--- src/include/rt_msg_defines.svh ---
// constants for the terminal message buffer and mode code block
`ifndef RT_MSG_DEFINES_SVH
`define RT_MSG_DEFINES_SVH

// --------------------------------------------------------------
// register byte offsets
// --------------------------------------------------------------
`define OFS_CTRL        8'h00
`define OFS_LAST_CMD    8'h08
`define OFS_BIT_WORD    8'h18
`define OFS_TIMER       8'h1C
`define OFS_SRQ         8'h24
`define OFS_VECTOR      8'h28
`define OFS_MIW_LAST    8'h2C
`define OFS_STATE       8'h30
`define OFS_LEGAL_BASE  8'h40
`define LEGAL_REG_CNT   16

// --------------------------------------------------------------
// control and service request register fields
// --------------------------------------------------------------
`define CTRL_INDEXED    0
`define CTRL_ENHANCED   1
`define CTRL_DBA_EN     2
`define CTRL_OVR_EN     3
`define SRQ_BIT         8

// --------------------------------------------------------------
// message information word fields
// --------------------------------------------------------------
`define MIW_CODE_HI     15
`define MIW_CODE_LO     11
`define MIW_BUS_A       9
`define MIW_T2T         8
`define MIW_FAULT       7
`define MIW_BCAST       5
`define MIW_ILLEGAL     4
`define MIW_SHORT       3
`define MIW_EXCESS      2
`define MIW_PARITY      1
`define MIW_LINECODE    0

// --------------------------------------------------------------
// command word, status word and mode codes
// --------------------------------------------------------------
`define CMD_TR          10
`define SA_MODE_LO      5'h00
`define SA_MODE_HI      5'h1F
`define MAX_WORDS       6'h20
`define MC_DYN_BUS      5'h00
`define MC_SYNC         5'h01
`define MC_TX_STATUS    5'h02
`define MC_SHUTDOWN     5'h04
`define MC_OVR_SHUT     5'h05
`define MC_INH_TF       5'h06
`define MC_OVR_INH_TF   5'h07
`define MC_RESET_RT     5'h08
`define MC_VECTOR       5'h10
`define MC_SYNC_DATA    5'h11
`define MC_LAST_CMD     5'h12
`define MC_BIT_WORD     5'h13
`define MC_DATA_BIT     4
`define ST_ERROR        10
`define ST_SRQ          8
`define ST_BCAST        4
`define ST_DBA          1
`define ST_TFLAG        0

// --------------------------------------------------------------
// timing
// --------------------------------------------------------------
`define CLK_MHZ         20
`define TICK_US         1
`define TICK_CYCLES     (`CLK_MHZ * `TICK_US)

`endif

--- src/include/rt_msg_pkg.sv ---
// types shared by the terminal message buffer block
package rt_msg_pkg;
  typedef enum logic [6:0] {
    S_IDLE = 7'h01,
    S_RX   = 7'h02,
    S_WR   = 7'h04,
    S_RD   = 7'h08,
    S_MIW  = 7'h10,
    S_TT   = 7'h20,
    S_POST = 7'h40
  } seq_state_t;
endpackage

--- src/rtl/rt_msg_buffer.sv ---
// terminal message buffering, message information word and mode code handling
// Operation
// - buffer holds info word, then time tag, then up to 32 data words
// - every data pointer addresses the info word, not first data word
// - info word 15:11 carries word count or mode code; bits 10, 6 zero
// - bit 9 marks bus A; bit 8 marks terminal-to-terminal receive
// - bit 7 marks any error; bits 4:0 give the cause
// - bit 5 marks broadcast in enhanced mode
// - bit 4 illegal command; bit 2 too many or unexpected words
// - receive: bit 3 too few words; bit 1 parity; bit 0 line code
// - time tag holds timer value when command is validated
// - every mode code stores its command word, except transmit-last-command
// - each mode code legal or illegal through legalization registers 16 to 31
// - sync with data loads timer; sync without data clears it
// - dynamic bus control sets acceptance bit when control enables it
// - transmit status sends held status; status updated even if illegal
// - shutdown disables other bus; override gated by control; reset clears
// - inhibit code blocks terminal flag; override code re-enables it
// - vector word code transmits a word and clears service request
// - built-in-test code transmits register 6 contents
// - indexed: advance pointer after receive, decrement depth, irq on 1 to 0
// - indexed transmit reads start two past the data pointer
// - irq needs enable bit; depth decrements only on clean legal messages
//
// Added by the designer: the address map and the AHB-Lite interface to the registers.
`include "rt_msg_defines.svh"

module rt_msg_buffer
  import rt_msg_pkg::*;
(
  // clock and reset
  input  wire logic        clk,
  input  wire logic        rst_n,
  // ahb-lite register slave
  input  wire logic        hsel,
  input  wire logic [7:0]  haddr,
  input  wire logic [1:0]  htrans,
  input  wire logic        hwrite,
  input  wire logic [2:0]  hsize,
  input  wire logic [31:0] hwdata,
  input  wire logic        hready,
  output logic [31:0]      hrdata,
  output logic             hreadyout,
  output logic             hresp,
  // decoded words from the bus protocol logic
  input  wire logic        cmd_valid,
  input  wire logic [15:0] cmd_word,
  input  wire logic        cmd_bus_a,
  input  wire logic        cmd_bcast,
  input  wire logic        cmd_t2t,
  input  wire logic        data_valid,
  input  wire logic [15:0] data_word,
  input  wire logic        data_parity_err,
  input  wire logic        data_code_err,
  input  wire logic        msg_end,
  input  wire logic        tx_req,
  input  wire logic        tf_request,
  // descriptor fields read by the descriptor logic
  input  wire logic [15:0] desc_ptr,
  input  wire logic [7:0]  desc_depth,
  input  wire logic        desc_irq_en,
  // shared memory port
  output logic             mem_req,
  output logic             mem_we,
  output logic [15:0]      mem_addr,
  output logic [15:0]      mem_wdata,
  input  wire logic        mem_ack,
  input  wire logic [15:0] mem_rdata,
  // transmit side
  output logic             tx_valid,
  output logic [15:0]      tx_word,
  output logic [15:0]      status_word,
  output logic [1:0]       bus_disable,
  output logic             core_reset,
  // descriptor update
  output logic             desc_upd,
  output logic [15:0]      desc_new_ptr,
  output logic [7:0]       desc_new_depth,
  output logic             depth_zero_irq
);

  // --------------------------------------------------------------
  // register bus
  // --------------------------------------------------------------
  logic        wr_pend_q;
  logic [7:0]  wr_addr_q;
  logic [15:0] ctrl_q, bit_q, srq_q, vector_q, last_cmd_q, miw_q;
  logic [15:0] legal_q [`LEGAL_REG_CNT];
  logic [15:0] timer_q;
  logic [4:0]  tick_q;
  logic        tf_inhibit_q, dba_q;

  wire addr_phase = hsel & htrans[1] & hready;
  wire wr_hit     = wr_pend_q;
  wire legal_sel  = (haddr >= `OFS_LEGAL_BASE);
  wire [3:0] legal_idx = haddr[5:2];
  wire [3:0] wr_legal_idx = wr_addr_q[5:2];
  wire [15:0] state_view = {12'h000, tf_inhibit_q, bus_disable, dba_q};
  wire [15:0] rd_mux =
    legal_sel                   ? legal_q[legal_idx] :
    (haddr == `OFS_CTRL)        ? ctrl_q :
    (haddr == `OFS_LAST_CMD)    ? last_cmd_q :
    (haddr == `OFS_BIT_WORD)    ? bit_q :
    (haddr == `OFS_TIMER)       ? timer_q :
    (haddr == `OFS_SRQ)         ? srq_q :
    (haddr == `OFS_VECTOR)      ? vector_q :
    (haddr == `OFS_MIW_LAST)    ? miw_q :
    (haddr == `OFS_STATE)       ? state_view : 16'h0000;

  assign hreadyout = 1'b1;
  assign hresp     = 1'b0;

  always_ff @(posedge clk or negedge rst_n) begin
    if (!rst_n) begin
      wr_pend_q <= 1'b0;
      wr_addr_q <= 8'h00;
      hrdata    <= 32'h0000_0000;
    end else begin
      wr_pend_q <= addr_phase & hwrite;
      if (addr_phase) begin
        wr_addr_q <= haddr;
        hrdata    <= {16'h0000, rd_mux};
      end
    end
  end

  // --------------------------------------------------------------
  // command decode
  // --------------------------------------------------------------
  wire        is_tx    = cmd_word[`CMD_TR];
  wire [4:0]  sa       = cmd_word[9:5];
  wire [4:0]  code     = cmd_word[4:0];
  wire        is_mode  = (sa == `SA_MODE_LO) || (sa == `SA_MODE_HI);
  wire [7:0]  leg_bit  = {cmd_bcast, is_tx, is_mode, code};
  wire        illegal  = legal_q[leg_bit[7:4]][leg_bit[3:0]];
  wire        mc_go    = cmd_valid & is_mode & ~illegal;
  wire        tx_mc    = mc_go & is_tx;
  wire        last_mc  = is_mode & is_tx & (code == `MC_LAST_CMD);
  wire [5:0]  expect_n = is_mode ? ((~is_tx & code[`MC_DATA_BIT]) ? 6'h01 : 6'h00) :
                         is_tx   ? 6'h00 :
                         (code == 5'h00) ? `MAX_WORDS : {1'b0, code};
  wire        tx_data_mc = is_mode & is_tx & code[`MC_DATA_BIT];

  // --------------------------------------------------------------
  // software registers and mode code side effects
  // --------------------------------------------------------------
  logic [15:0] status_q;
  logic sync_load;
  logic [15:0] sync_val;

  always_ff @(posedge clk or negedge rst_n) begin
    if (!rst_n) begin
      ctrl_q       <= 16'h0000;
      bit_q        <= 16'h0000;
      srq_q        <= 16'h0000;
      vector_q     <= 16'h0000;
      last_cmd_q   <= 16'h0000;
      tf_inhibit_q <= 1'b0;
      dba_q        <= 1'b0;
      bus_disable  <= 2'b00;
      core_reset   <= 1'b0;
      for (int i = 0; i < `LEGAL_REG_CNT; i++) legal_q[i] <= 16'h0000;
    end else begin
      core_reset <= 1'b0;
      if (wr_hit) begin
        if (wr_addr_q >= `OFS_LEGAL_BASE) legal_q[wr_legal_idx] <= hwdata[15:0];
        if (wr_addr_q == `OFS_CTRL)     ctrl_q   <= hwdata[15:0];
        if (wr_addr_q == `OFS_BIT_WORD) bit_q    <= hwdata[15:0];
        if (wr_addr_q == `OFS_SRQ)      srq_q    <= hwdata[15:0];
        if (wr_addr_q == `OFS_VECTOR)   vector_q <= hwdata[15:0];
      end
      if (cmd_valid & is_mode & ~last_mc) last_cmd_q <= cmd_word;
      if (tx_mc) begin
        if (code == `MC_DYN_BUS) dba_q <= ctrl_q[`CTRL_DBA_EN];
        if (code == `MC_SHUTDOWN) bus_disable <= cmd_bus_a ? 2'b10 : 2'b01;
        if (code == `MC_OVR_SHUT && ctrl_q[`CTRL_OVR_EN]) bus_disable <= 2'b00;
        if (code == `MC_RESET_RT) begin
          bus_disable <= 2'b00;
          core_reset  <= 1'b1;
        end
        if (code == `MC_INH_TF)     tf_inhibit_q <= 1'b1;
        if (code == `MC_OVR_INH_TF) tf_inhibit_q <= 1'b0;
        if (code == `MC_VECTOR)     srq_q[`SRQ_BIT] <= 1'b0;
      end
      if (cmd_valid && !(is_mode && is_tx && code == `MC_DYN_BUS)) dba_q <= 1'b0;
    end
  end

  // held status; transmit-status keeps the previous word on the wire
  // the inhibit code already clears the flag in its own reply
  wire tf_block = (tf_inhibit_q | (tx_mc & (code == `MC_INH_TF))) &
                  ~(tx_mc & (code == `MC_OVR_INH_TF));
  wire [15:0] status_next = {5'h00, 1'b0 | illegal, 1'b0, srq_q[`SRQ_BIT], 3'b000,
                             cmd_bcast, 2'b00, 1'b0, tf_request & ~tf_block};
  always_ff @(posedge clk or negedge rst_n) begin
    if (!rst_n) begin
      status_q <= 16'h0000;
    end else if (cmd_valid) begin
      status_q <= status_next;
    end
  end
  // an illegal transmit-status request reports the error instead of the held word
  wire hold_status = mc_go & is_tx & (code == `MC_TX_STATUS);
  always_ff @(posedge clk or negedge rst_n) begin
    if (!rst_n) begin
      status_word <= 16'h0000;
    end else if (cmd_valid) begin
      status_word <= hold_status ? status_q :
                     {status_next[15:2], dba_q | (tx_mc & code == `MC_DYN_BUS &
                      ctrl_q[`CTRL_DBA_EN]), status_next[0]};
    end
  end

  // --------------------------------------------------------------
  // time tag timer, one tick per microsecond
  // --------------------------------------------------------------
  wire tick = (tick_q == 5'(`TICK_CYCLES - 1));
  always_ff @(posedge clk or negedge rst_n) begin
    if (!rst_n) begin
      tick_q  <= 5'h00;
      timer_q <= 16'h0000;
    end else begin
      tick_q <= tick ? 5'h00 : tick_q + 5'h01;
      if (tx_mc && code == `MC_SYNC) timer_q <= 16'h0000;
      else if (sync_load) timer_q <= sync_val;
      else if (tick) timer_q <= timer_q + 16'h0001;
    end
  end

  // --------------------------------------------------------------
  // message sequencer
  // --------------------------------------------------------------
  seq_state_t  st_q;
  logic [15:0] ptr_q, tag_q, wbuf_q;
  logic [5:0]  cnt_q, expect_q;
  logic [15:0] code_q;
  logic        tx_q, mode_q, bcast_q, bus_a_q, t2t_q, ill_q, skip_q;
  logic        excess_q, parity_q, lcode_q, mc_data_q, sync_q;
  logic [7:0]  depth_q;
  logic        irq_en_q;

  wire [15:0] data_base = ptr_q + 16'h0002;
  wire [15:0] word_addr = data_base + {10'h000, cnt_q};
  wire        short_f   = ~tx_q & (cnt_q < expect_q);
  wire [4:0]  cause     = {ill_q, short_f, excess_q, parity_q & ~tx_q, lcode_q & ~tx_q};
  wire        fault     = |cause;
  wire [15:0] miw_val   = {code_q[4:0], 1'b0, bus_a_q, t2t_q & ~tx_q, fault, 1'b0,
                           bcast_q & ctrl_q[`CTRL_ENHANCED], cause};
  wire        indexed   = ctrl_q[`CTRL_INDEXED];
  wire        clean     = ~fault;
  wire [15:0] mc_word   = (code_q[4:0] == `MC_LAST_CMD) ? last_cmd_q :
                          (code_q[4:0] == `MC_BIT_WORD) ? bit_q :
                          vector_q;

  assign sync_load = sync_q & data_valid & (st_q == S_RX);
  assign sync_val  = data_word;

  always_ff @(posedge clk or negedge rst_n) begin
    if (!rst_n) begin
      st_q <= S_IDLE;
      {ptr_q, tag_q, wbuf_q, code_q} <= 64'h0;
      {cnt_q, expect_q} <= 12'h000;
      {tx_q, mode_q, bcast_q, bus_a_q, t2t_q, ill_q, skip_q} <= 7'h00;
      {excess_q, parity_q, lcode_q, mc_data_q, sync_q} <= 5'h00;
      depth_q <= 8'h00;
      irq_en_q <= 1'b0;
    end else begin
      unique case (st_q)
        S_IDLE: begin
          if (cmd_valid) begin
            st_q      <= S_RX;
            ptr_q     <= desc_ptr;
            depth_q   <= desc_depth;
            irq_en_q  <= desc_irq_en;
            tag_q     <= timer_q;
            code_q    <= cmd_word;
            tx_q      <= is_tx;
            mode_q    <= is_mode;
            bcast_q   <= cmd_bcast;
            bus_a_q   <= cmd_bus_a;
            t2t_q     <= cmd_t2t;
            ill_q     <= illegal;
            skip_q    <= last_mc & illegal;
            cnt_q     <= 6'h00;
            expect_q  <= expect_n;
            mc_data_q <= tx_data_mc;
            sync_q    <= mc_go & ~is_tx & (code == `MC_SYNC_DATA);
            {excess_q, parity_q, lcode_q} <= 3'b000;
          end
        end
        S_RX: begin
          if (data_valid) begin
            parity_q <= parity_q | data_parity_err;
            lcode_q  <= lcode_q | data_code_err;
            if (tx_q || cnt_q >= expect_q) begin
              excess_q <= 1'b1;
            end else begin
              wbuf_q <= data_word;
              st_q   <= S_WR;
            end
          end else if (tx_req && tx_q) begin
            st_q <= mode_q ? S_RX : S_RD;
          end else if (msg_end) begin
            st_q <= skip_q ? S_IDLE : S_MIW;
          end
        end
        S_WR: begin
          if (data_valid) excess_q <= 1'b1;
          if (mem_ack) begin
            cnt_q <= cnt_q + 6'h01;
            st_q  <= S_RX;
          end
        end
        S_RD: begin
          if (mem_ack) begin
            cnt_q <= cnt_q + 6'h01;
            st_q  <= S_RX;
          end
        end
        S_MIW: if (mem_ack) st_q <= S_TT;
        S_TT:  if (mem_ack) st_q <= S_POST;
        S_POST: st_q <= S_IDLE;
        default: st_q <= S_IDLE;
      endcase
    end
  end

  // --------------------------------------------------------------
  // memory port, transmit word and descriptor update
  // --------------------------------------------------------------
  wire        go_mem = (st_q == S_WR) | (st_q == S_RD) | (st_q == S_MIW) | (st_q == S_TT);
  wire [15:0] addr_d = (st_q == S_MIW) ? ptr_q :
                       (st_q == S_TT)  ? ptr_q + 16'h0001 :
                       word_addr;
  wire [15:0] wdat_d = (st_q == S_MIW) ? miw_val :
                       (st_q == S_TT)  ? tag_q : wbuf_q;
  wire        upd_now = (st_q == S_POST);
  wire        rx_upd  = upd_now & indexed & ~tx_q & clean;

  always_ff @(posedge clk or negedge rst_n) begin
    if (!rst_n) begin
      mem_req <= 1'b0;
      mem_we  <= 1'b0;
      mem_addr <= 16'h0000;
      mem_wdata <= 16'h0000;
      tx_valid <= 1'b0;
      tx_word <= 16'h0000;
      miw_q <= 16'h0000;
      desc_upd <= 1'b0;
      desc_new_ptr <= 16'h0000;
      desc_new_depth <= 8'h00;
      depth_zero_irq <= 1'b0;
    end else begin
      mem_req   <= go_mem & ~mem_ack;
      mem_we    <= (st_q != S_RD);
      mem_addr  <= addr_d;
      mem_wdata <= wdat_d;
      tx_valid  <= ((st_q == S_RD) & mem_ack) | ((st_q == S_RX) & tx_req & tx_q & mode_q &
                   mc_data_q & ~ill_q);
      if (st_q == S_RD && mem_ack) tx_word <= mem_rdata;
      else if (st_q == S_RX && tx_req && mode_q) tx_word <= mc_word;
      if (st_q == S_MIW && mem_ack) miw_q <= miw_val;
      desc_upd <= upd_now;
      desc_new_ptr <= rx_upd ? data_base + {10'h000, cnt_q} : ptr_q;
      desc_new_depth <= (rx_upd && depth_q != 8'h00) ? depth_q - 8'h01 : depth_q;
      depth_zero_irq <= rx_upd & (depth_q == 8'h01) & irq_en_q;
    end
  end

  // --------------------------------------------------------------
  // checks
  // --------------------------------------------------------------
  miw_fault_a: assert property (@(posedge clk) disable iff (!rst_n)
    (mem_req && mem_we && st_q == S_MIW && |mem_wdata[4:0]) |-> mem_wdata[`MIW_FAULT])
    else $error("info word cause without fault bit");
  tt_addr_a: assert property (@(posedge clk) disable iff (!rst_n)
    (mem_req && st_q == S_TT) |-> mem_addr == ptr_q + 16'h0001)
    else $error("time tag not next to info word");
  rd_addr_a: assert property (@(posedge clk) disable iff (!rst_n)
    (mem_req && !mem_we) |-> mem_addr == ptr_q + 16'h0002 + {10'h000, cnt_q})
    else $error("transmit read not two past pointer");
  sync_clear_a: assert property (@(posedge clk) disable iff (!rst_n)
    (tx_mc && code == `MC_SYNC) |=> timer_q == 16'h0000)
    else $error("timer not cleared by sync");
  tf_block_a: assert property (@(posedge clk) disable iff (!rst_n)
    (tf_inhibit_q && $past(cmd_valid) && !$past(hold_status)) |-> !status_word[`ST_TFLAG])
    else $error("terminal flag while inhibited");
  last_keep_a: assert property (@(posedge clk) disable iff (!rst_n)
    (cmd_valid && last_mc) |=> $stable(last_cmd_q))
    else $error("last command code was stored");
  srq_clear_a: assert property (@(posedge clk) disable iff (!rst_n)
    (tx_mc && code == `MC_VECTOR && !wr_hit) |=> !srq_q[`SRQ_BIT])
    else $error("service request not cleared");
  depth_irq_a: assert property (@(posedge clk) disable iff (!rst_n)
    depth_zero_irq |-> ($past(depth_q) == 8'h01 && $past(irq_en_q) && desc_new_depth == 8'h00))
    else $error("depth irq without 1 to 0 step");
  tag_time_a: assert property (@(posedge clk) disable iff (!rst_n)
    (st_q == S_IDLE && cmd_valid) |=> tag_q == $past(timer_q))
    else $error("time tag not captured at command");

endmodule // rt_msg_buffer

--- config.mk ---
export PLATFORM = sky130hd
export DESIGN_NAME = rt_msg_buffer
export DESIGN_NICKNAME = d
export VERILOG_FILES = /design/src/include/rt_msg_pkg.sv /design/src/rtl/rt_msg_buffer.sv
export VERILOG_INCLUDE_DIRS = /design/src /design/src/include
export SDC_FILE = /design/constraint.sdc
export NUM_CORES = 1
export LEC_CHECK = 0
export BUFFER_PORTS_ARGS = -buffer_cell sky130_fd_sc_hd__buf_4
export CAP_MARGIN = 5
export CORE_MARGIN = 5
export CORE_UTILIZATION = 53
export CTS_BUF_LIST = sky130_fd_sc_hd__clkbuf_8 sky130_fd_sc_hd__clkbuf_16
export DETAILED_ROUTE_END_ITERATION = 10
export GPL_TIMING_DRIVEN = 0
export MAX_ROUTING_LAYER = met4
export PLACE_DENSITY = 0.76
export SETUP_SLACK_MARGIN = 0.2
export SLEW_MARGIN = 20
export SYNTH_ARGS = -nofsm -noshare
export SYNTH_HDL_FRONTEND = slang
export SYNTH_SLANG_ARGS = --single-unit
--- constraint.sdc ---
create_clock -name clk -period 3.8 [get_ports clk]
set_input_delay 0.38 -clock clk [delete_from_list [all_inputs] [get_ports clk]]
set_output_delay 0.38 -clock clk [all_outputs]
set_load 0.05 [all_outputs]
==> summary.md <==
| Metric | Value |
|---|---|
| Most frequent cells in the layout | dfrtp_1 (579), mux2_2 (380), nand2_1 (315) |
| Placed cells | 3302 |
| Relative slew margins | 0.1482 |
| Routability Congestion | 1.018 |
| Largest register FFs | 256 |
| Multi-input logic area | 0.01348 mm² |
| Status | finished clean |
| Int Pwr | 12920 µW |
| Yosys cell types | 71 |
| Largest register by flop count | legal_q |
| Setup TNS | 0 ps |
| Most common cell after layout, fill and taps aside | dfrtp_1 |
| Starting Density | 0.5359 |
| Critical path class | in -> reg |
| DR WL/cell | 26.98 µm |
| Setup crit end kind | flop |
| RSZ-0062 raised after global routing | no |
| Max IR drop VDD | 0.0004297 V |
| Total Routing Usage GR | 0.3174 |
| Worst setup path endpoint | status_word[0] |
| H-Tree Depth | 2 |
| Avg Vias per Cell | 6.400 |
| Root Buffer | clkbuf_16 |
| Sequential cell area | 0.01452 mm² |
| Pre-CTS WS | -877.2 ps |
| Number of remaining DRC errors | 0 |
| M1 WL | 35770 µm |
| Global route overflow | 0 |
| Final net count | 2877 |
| First-pass GRT wire length | 140200 µm |
| Synth Warn # | 0 |
| Detailed Route Iter0 Violations | 2505 |
| Period utilisation layout | 0.9314 |
| Die Width | 243.5 µm |
| Largest net degree at the start of global routing | 96 |
| Crit path launch | cmd_word[5] |
| Met2 WL | 43500 µm |
| PwrDens | 591.7 mW/mm² |
| Logic pwr share | 0.297 |
| FF-to-FF path depth | 12 |
| Max cap viols | 0 |
| DIE HEIGHT | 243.5 µm |
| Post-route cell area | 0.03413 mm² |
| Hold Crit Class | in -> reg |
| R2R Setup Slk | 350 ps |
| Non-filler instance count after layout | 3463 |
| Num Clock Sinks | 580 |
| Area delta synth->final | 18.10% |
| CTS Buf Count | 59 |
| Worst Slack Setup Final | 260.8 ps |
| Dominant register cell in the synthesized netlist | dfrtp_1 |
| Slew @ Worst Pin | 1278 ps |
| Clock Path Buffers | 3 |
| Vias | 22160 |
| Tot Pwr | 20190 µW |
| Antenna violations before repair | 1 |
| Final Hold Fails | 0 |
| Leak | 0.01572 µW |
| Post-route clock skew | 24.59 ps |
| Sequential power share | 0.409 |
| Final setup vio count | 0 |
| Synthesized area | 0.02890 mm² |
| FF+latch count, synth | 580 |
| Vias in the first global route | 22520 |
| Post-route ant nets | 0 |
| Sw Pwr | 7268 µW |
| Fmax achieved | 0.2826 GHz |
| Die area | 0.05929 mm² |
| Reg2Reg Capture Point | miw_q[13] |
| RR Startpoint | cnt_q[4] |
| Number of synthesized flops with an enable pin | 0 |
| Critical Path RT | 4360 ps |
| Met3 WL | 9048 µm |
| Worst Path Arrival | 4090 ps |
| Share of cells above drive strength 1 | 0.3250 |
| Register area share after synthesis | 0.5023 |
| Crit path max fanout | 10 |
| CTS tree | built |
| Number of detailed-route iterations in the first pass | 5 |
| Core Box Area | 0.05392 mm² |
| Post-route minimum period | 3539 ps |
| Switching part of the total power | 0.3600 |
| Filler Cell Count | 4042 |
| Cell Area, Placed | 0.03155 mm² |
| Row cnt | 85 |
| Routed wire length | 93420 µm |
| Top Ports | 264 |
| Clock power frac | 0.294 |
| Hpwl dp | 66830 µm |
| Clock Latency Late Sink | 640 ps |
| CP startpoint kind | primary input |
| Clock transition at path regs | 70 ps |
| Pins Over Slew Limit | 0 |
| Cell count after synthesis | 2376 |
| Avg Inst Size Synth | 12.16 µm² |
| Port bufs | 191 |
| Post-synth ARST share | 1.000 |
| Top Metal Used | met4 |
==> power by group through the flow <==
| stage | Clock, µW | Sequential, µW | Combinational (µW) |
|---|---|---|---|
| final | 5940 | 8260 | 5990 |
| after global routing | 6220 | 8380 | 6370 |
| after detailed placement | 0 | 8320 | 5810 |
| after global placement | 0 | 8250 | 5650 |
| after CTS | 5980 | 8220 | 5910 |
| after floorplan | 0 | 9450 | 2590 |
==> cell type report <==
cell class,instances,share of cell area
repair buffers,254,0.06339
plain buffers,205,0.02944
clock buffers,68,0.04722
clock inverters,42,0.01052
inverters,31,0.003410
flip-flops and latches,580,0.4253
multi-input cells,1586,0.3951
diodes,1,0.00007333
well taps,696,0.02552
==> kinds of logic (layout without fill, tap and decap cells) <==
kind of cell / after synthesis / in the layout / synth area share
adder cells (fa/ha/maj): 26 / 26 / 0.01152
AND/OR/NAND/NOR: 613 / 613 / 0.09362
flip-flops: 580 / 580 / 0.5023
multiplexers: 553 / 553 / 0.2662
buffers and inverters: 237 / 600 / 0.03772
other: 2 / 30 / 0.0002599
XOR/XNOR: 50 / 50 / 0.01516
AO/OA/AOI/OAI: 315 / 315 / 0.07318
==> worst min path at each step <==
stage               cells after the start  slack [ps]          end            start
floorplan                               0          80      bcast_q            rst_n
global placement                        1         440    tick_q[0]        tick_q[0]
detailed placement                      1         400  mem_addr[9]            rst_n
CTS                                     2           5   wbuf_q[12]    data_word[12]
global route                            2          20   wbuf_q[12]    data_word[12]
finish                                  3          30     parity_q  data_parity_err
==> synth_stat cells, types with 25 or more instances <==
| cell type | number | share of area |
|---|---|---|
| a21oi_1 | 56 | 0.0097 |
| o21ai_0 | 68 | 0.012 |
| clkbuf_1 | 142 | 0.018 |
| mux2_2 | 380 | 0.15 |
| mux2i_1 | 40 | 0.014 |
| dfrtp_1 | 579 | 0.50 |
| nor2_1 | 134 | 0.017 |
| ha_1 | 25 | 0.011 |
| nand2_1 | 315 | 0.041 |
| mux4_2 | 128 | 0.10 |
| inv_1 | 31 | 0.0040 |
| buf_4 | 34 | 0.0088 |
| xor2_1 | 28 | 0.0085 |
| a22oi_1 | 31 | 0.0081 |
| a211oi_1 | 40 | 0.010 |
| nand3_1 | 31 | 0.0054 |
==> worst max-delay path, cell delays in order <==
cell,delay (ps)
buf_4,110
nor3_1,250
a22o_1,190
buf_6,190
buf_6,230
buf_6,220
buf_6,210
buf_4,250
nand2_1,120
nor2_1,300
nand3_1,180
nor4_1,370
mux2_2,440
or3b_2,450
a31oi_1,170
==> what timing repair did <==
item | 4_1_cts | 5_1_grt
hold buffers | 50 | 0
resized for setup | 16 | 21
buffers inserted | 0 | 1
pin swaps | 0 | 1
setup endpoints to repair | 34 | 45
hold endpoints to repair | 123 | 0
==> per-stage QoR <==
step                      utilization  hold WS [ps]
after floorplan                     -         84.41
after global routing           0.6329         21.25
after CTS                      0.6316         5.248
final                          0.6329         26.07
after global placement         0.5805         444.8
after detailed placement       0.5851         397.7
==> routing by layer <==
metal,up-vias,GRT usage
met5,-,-
met4,0,0.1434
met3,337,0.06795
met2,1298,0.4909
met1,11270,0.4077
li1,9264,-
Note: power is estimated with default switching activity, not from simulation.
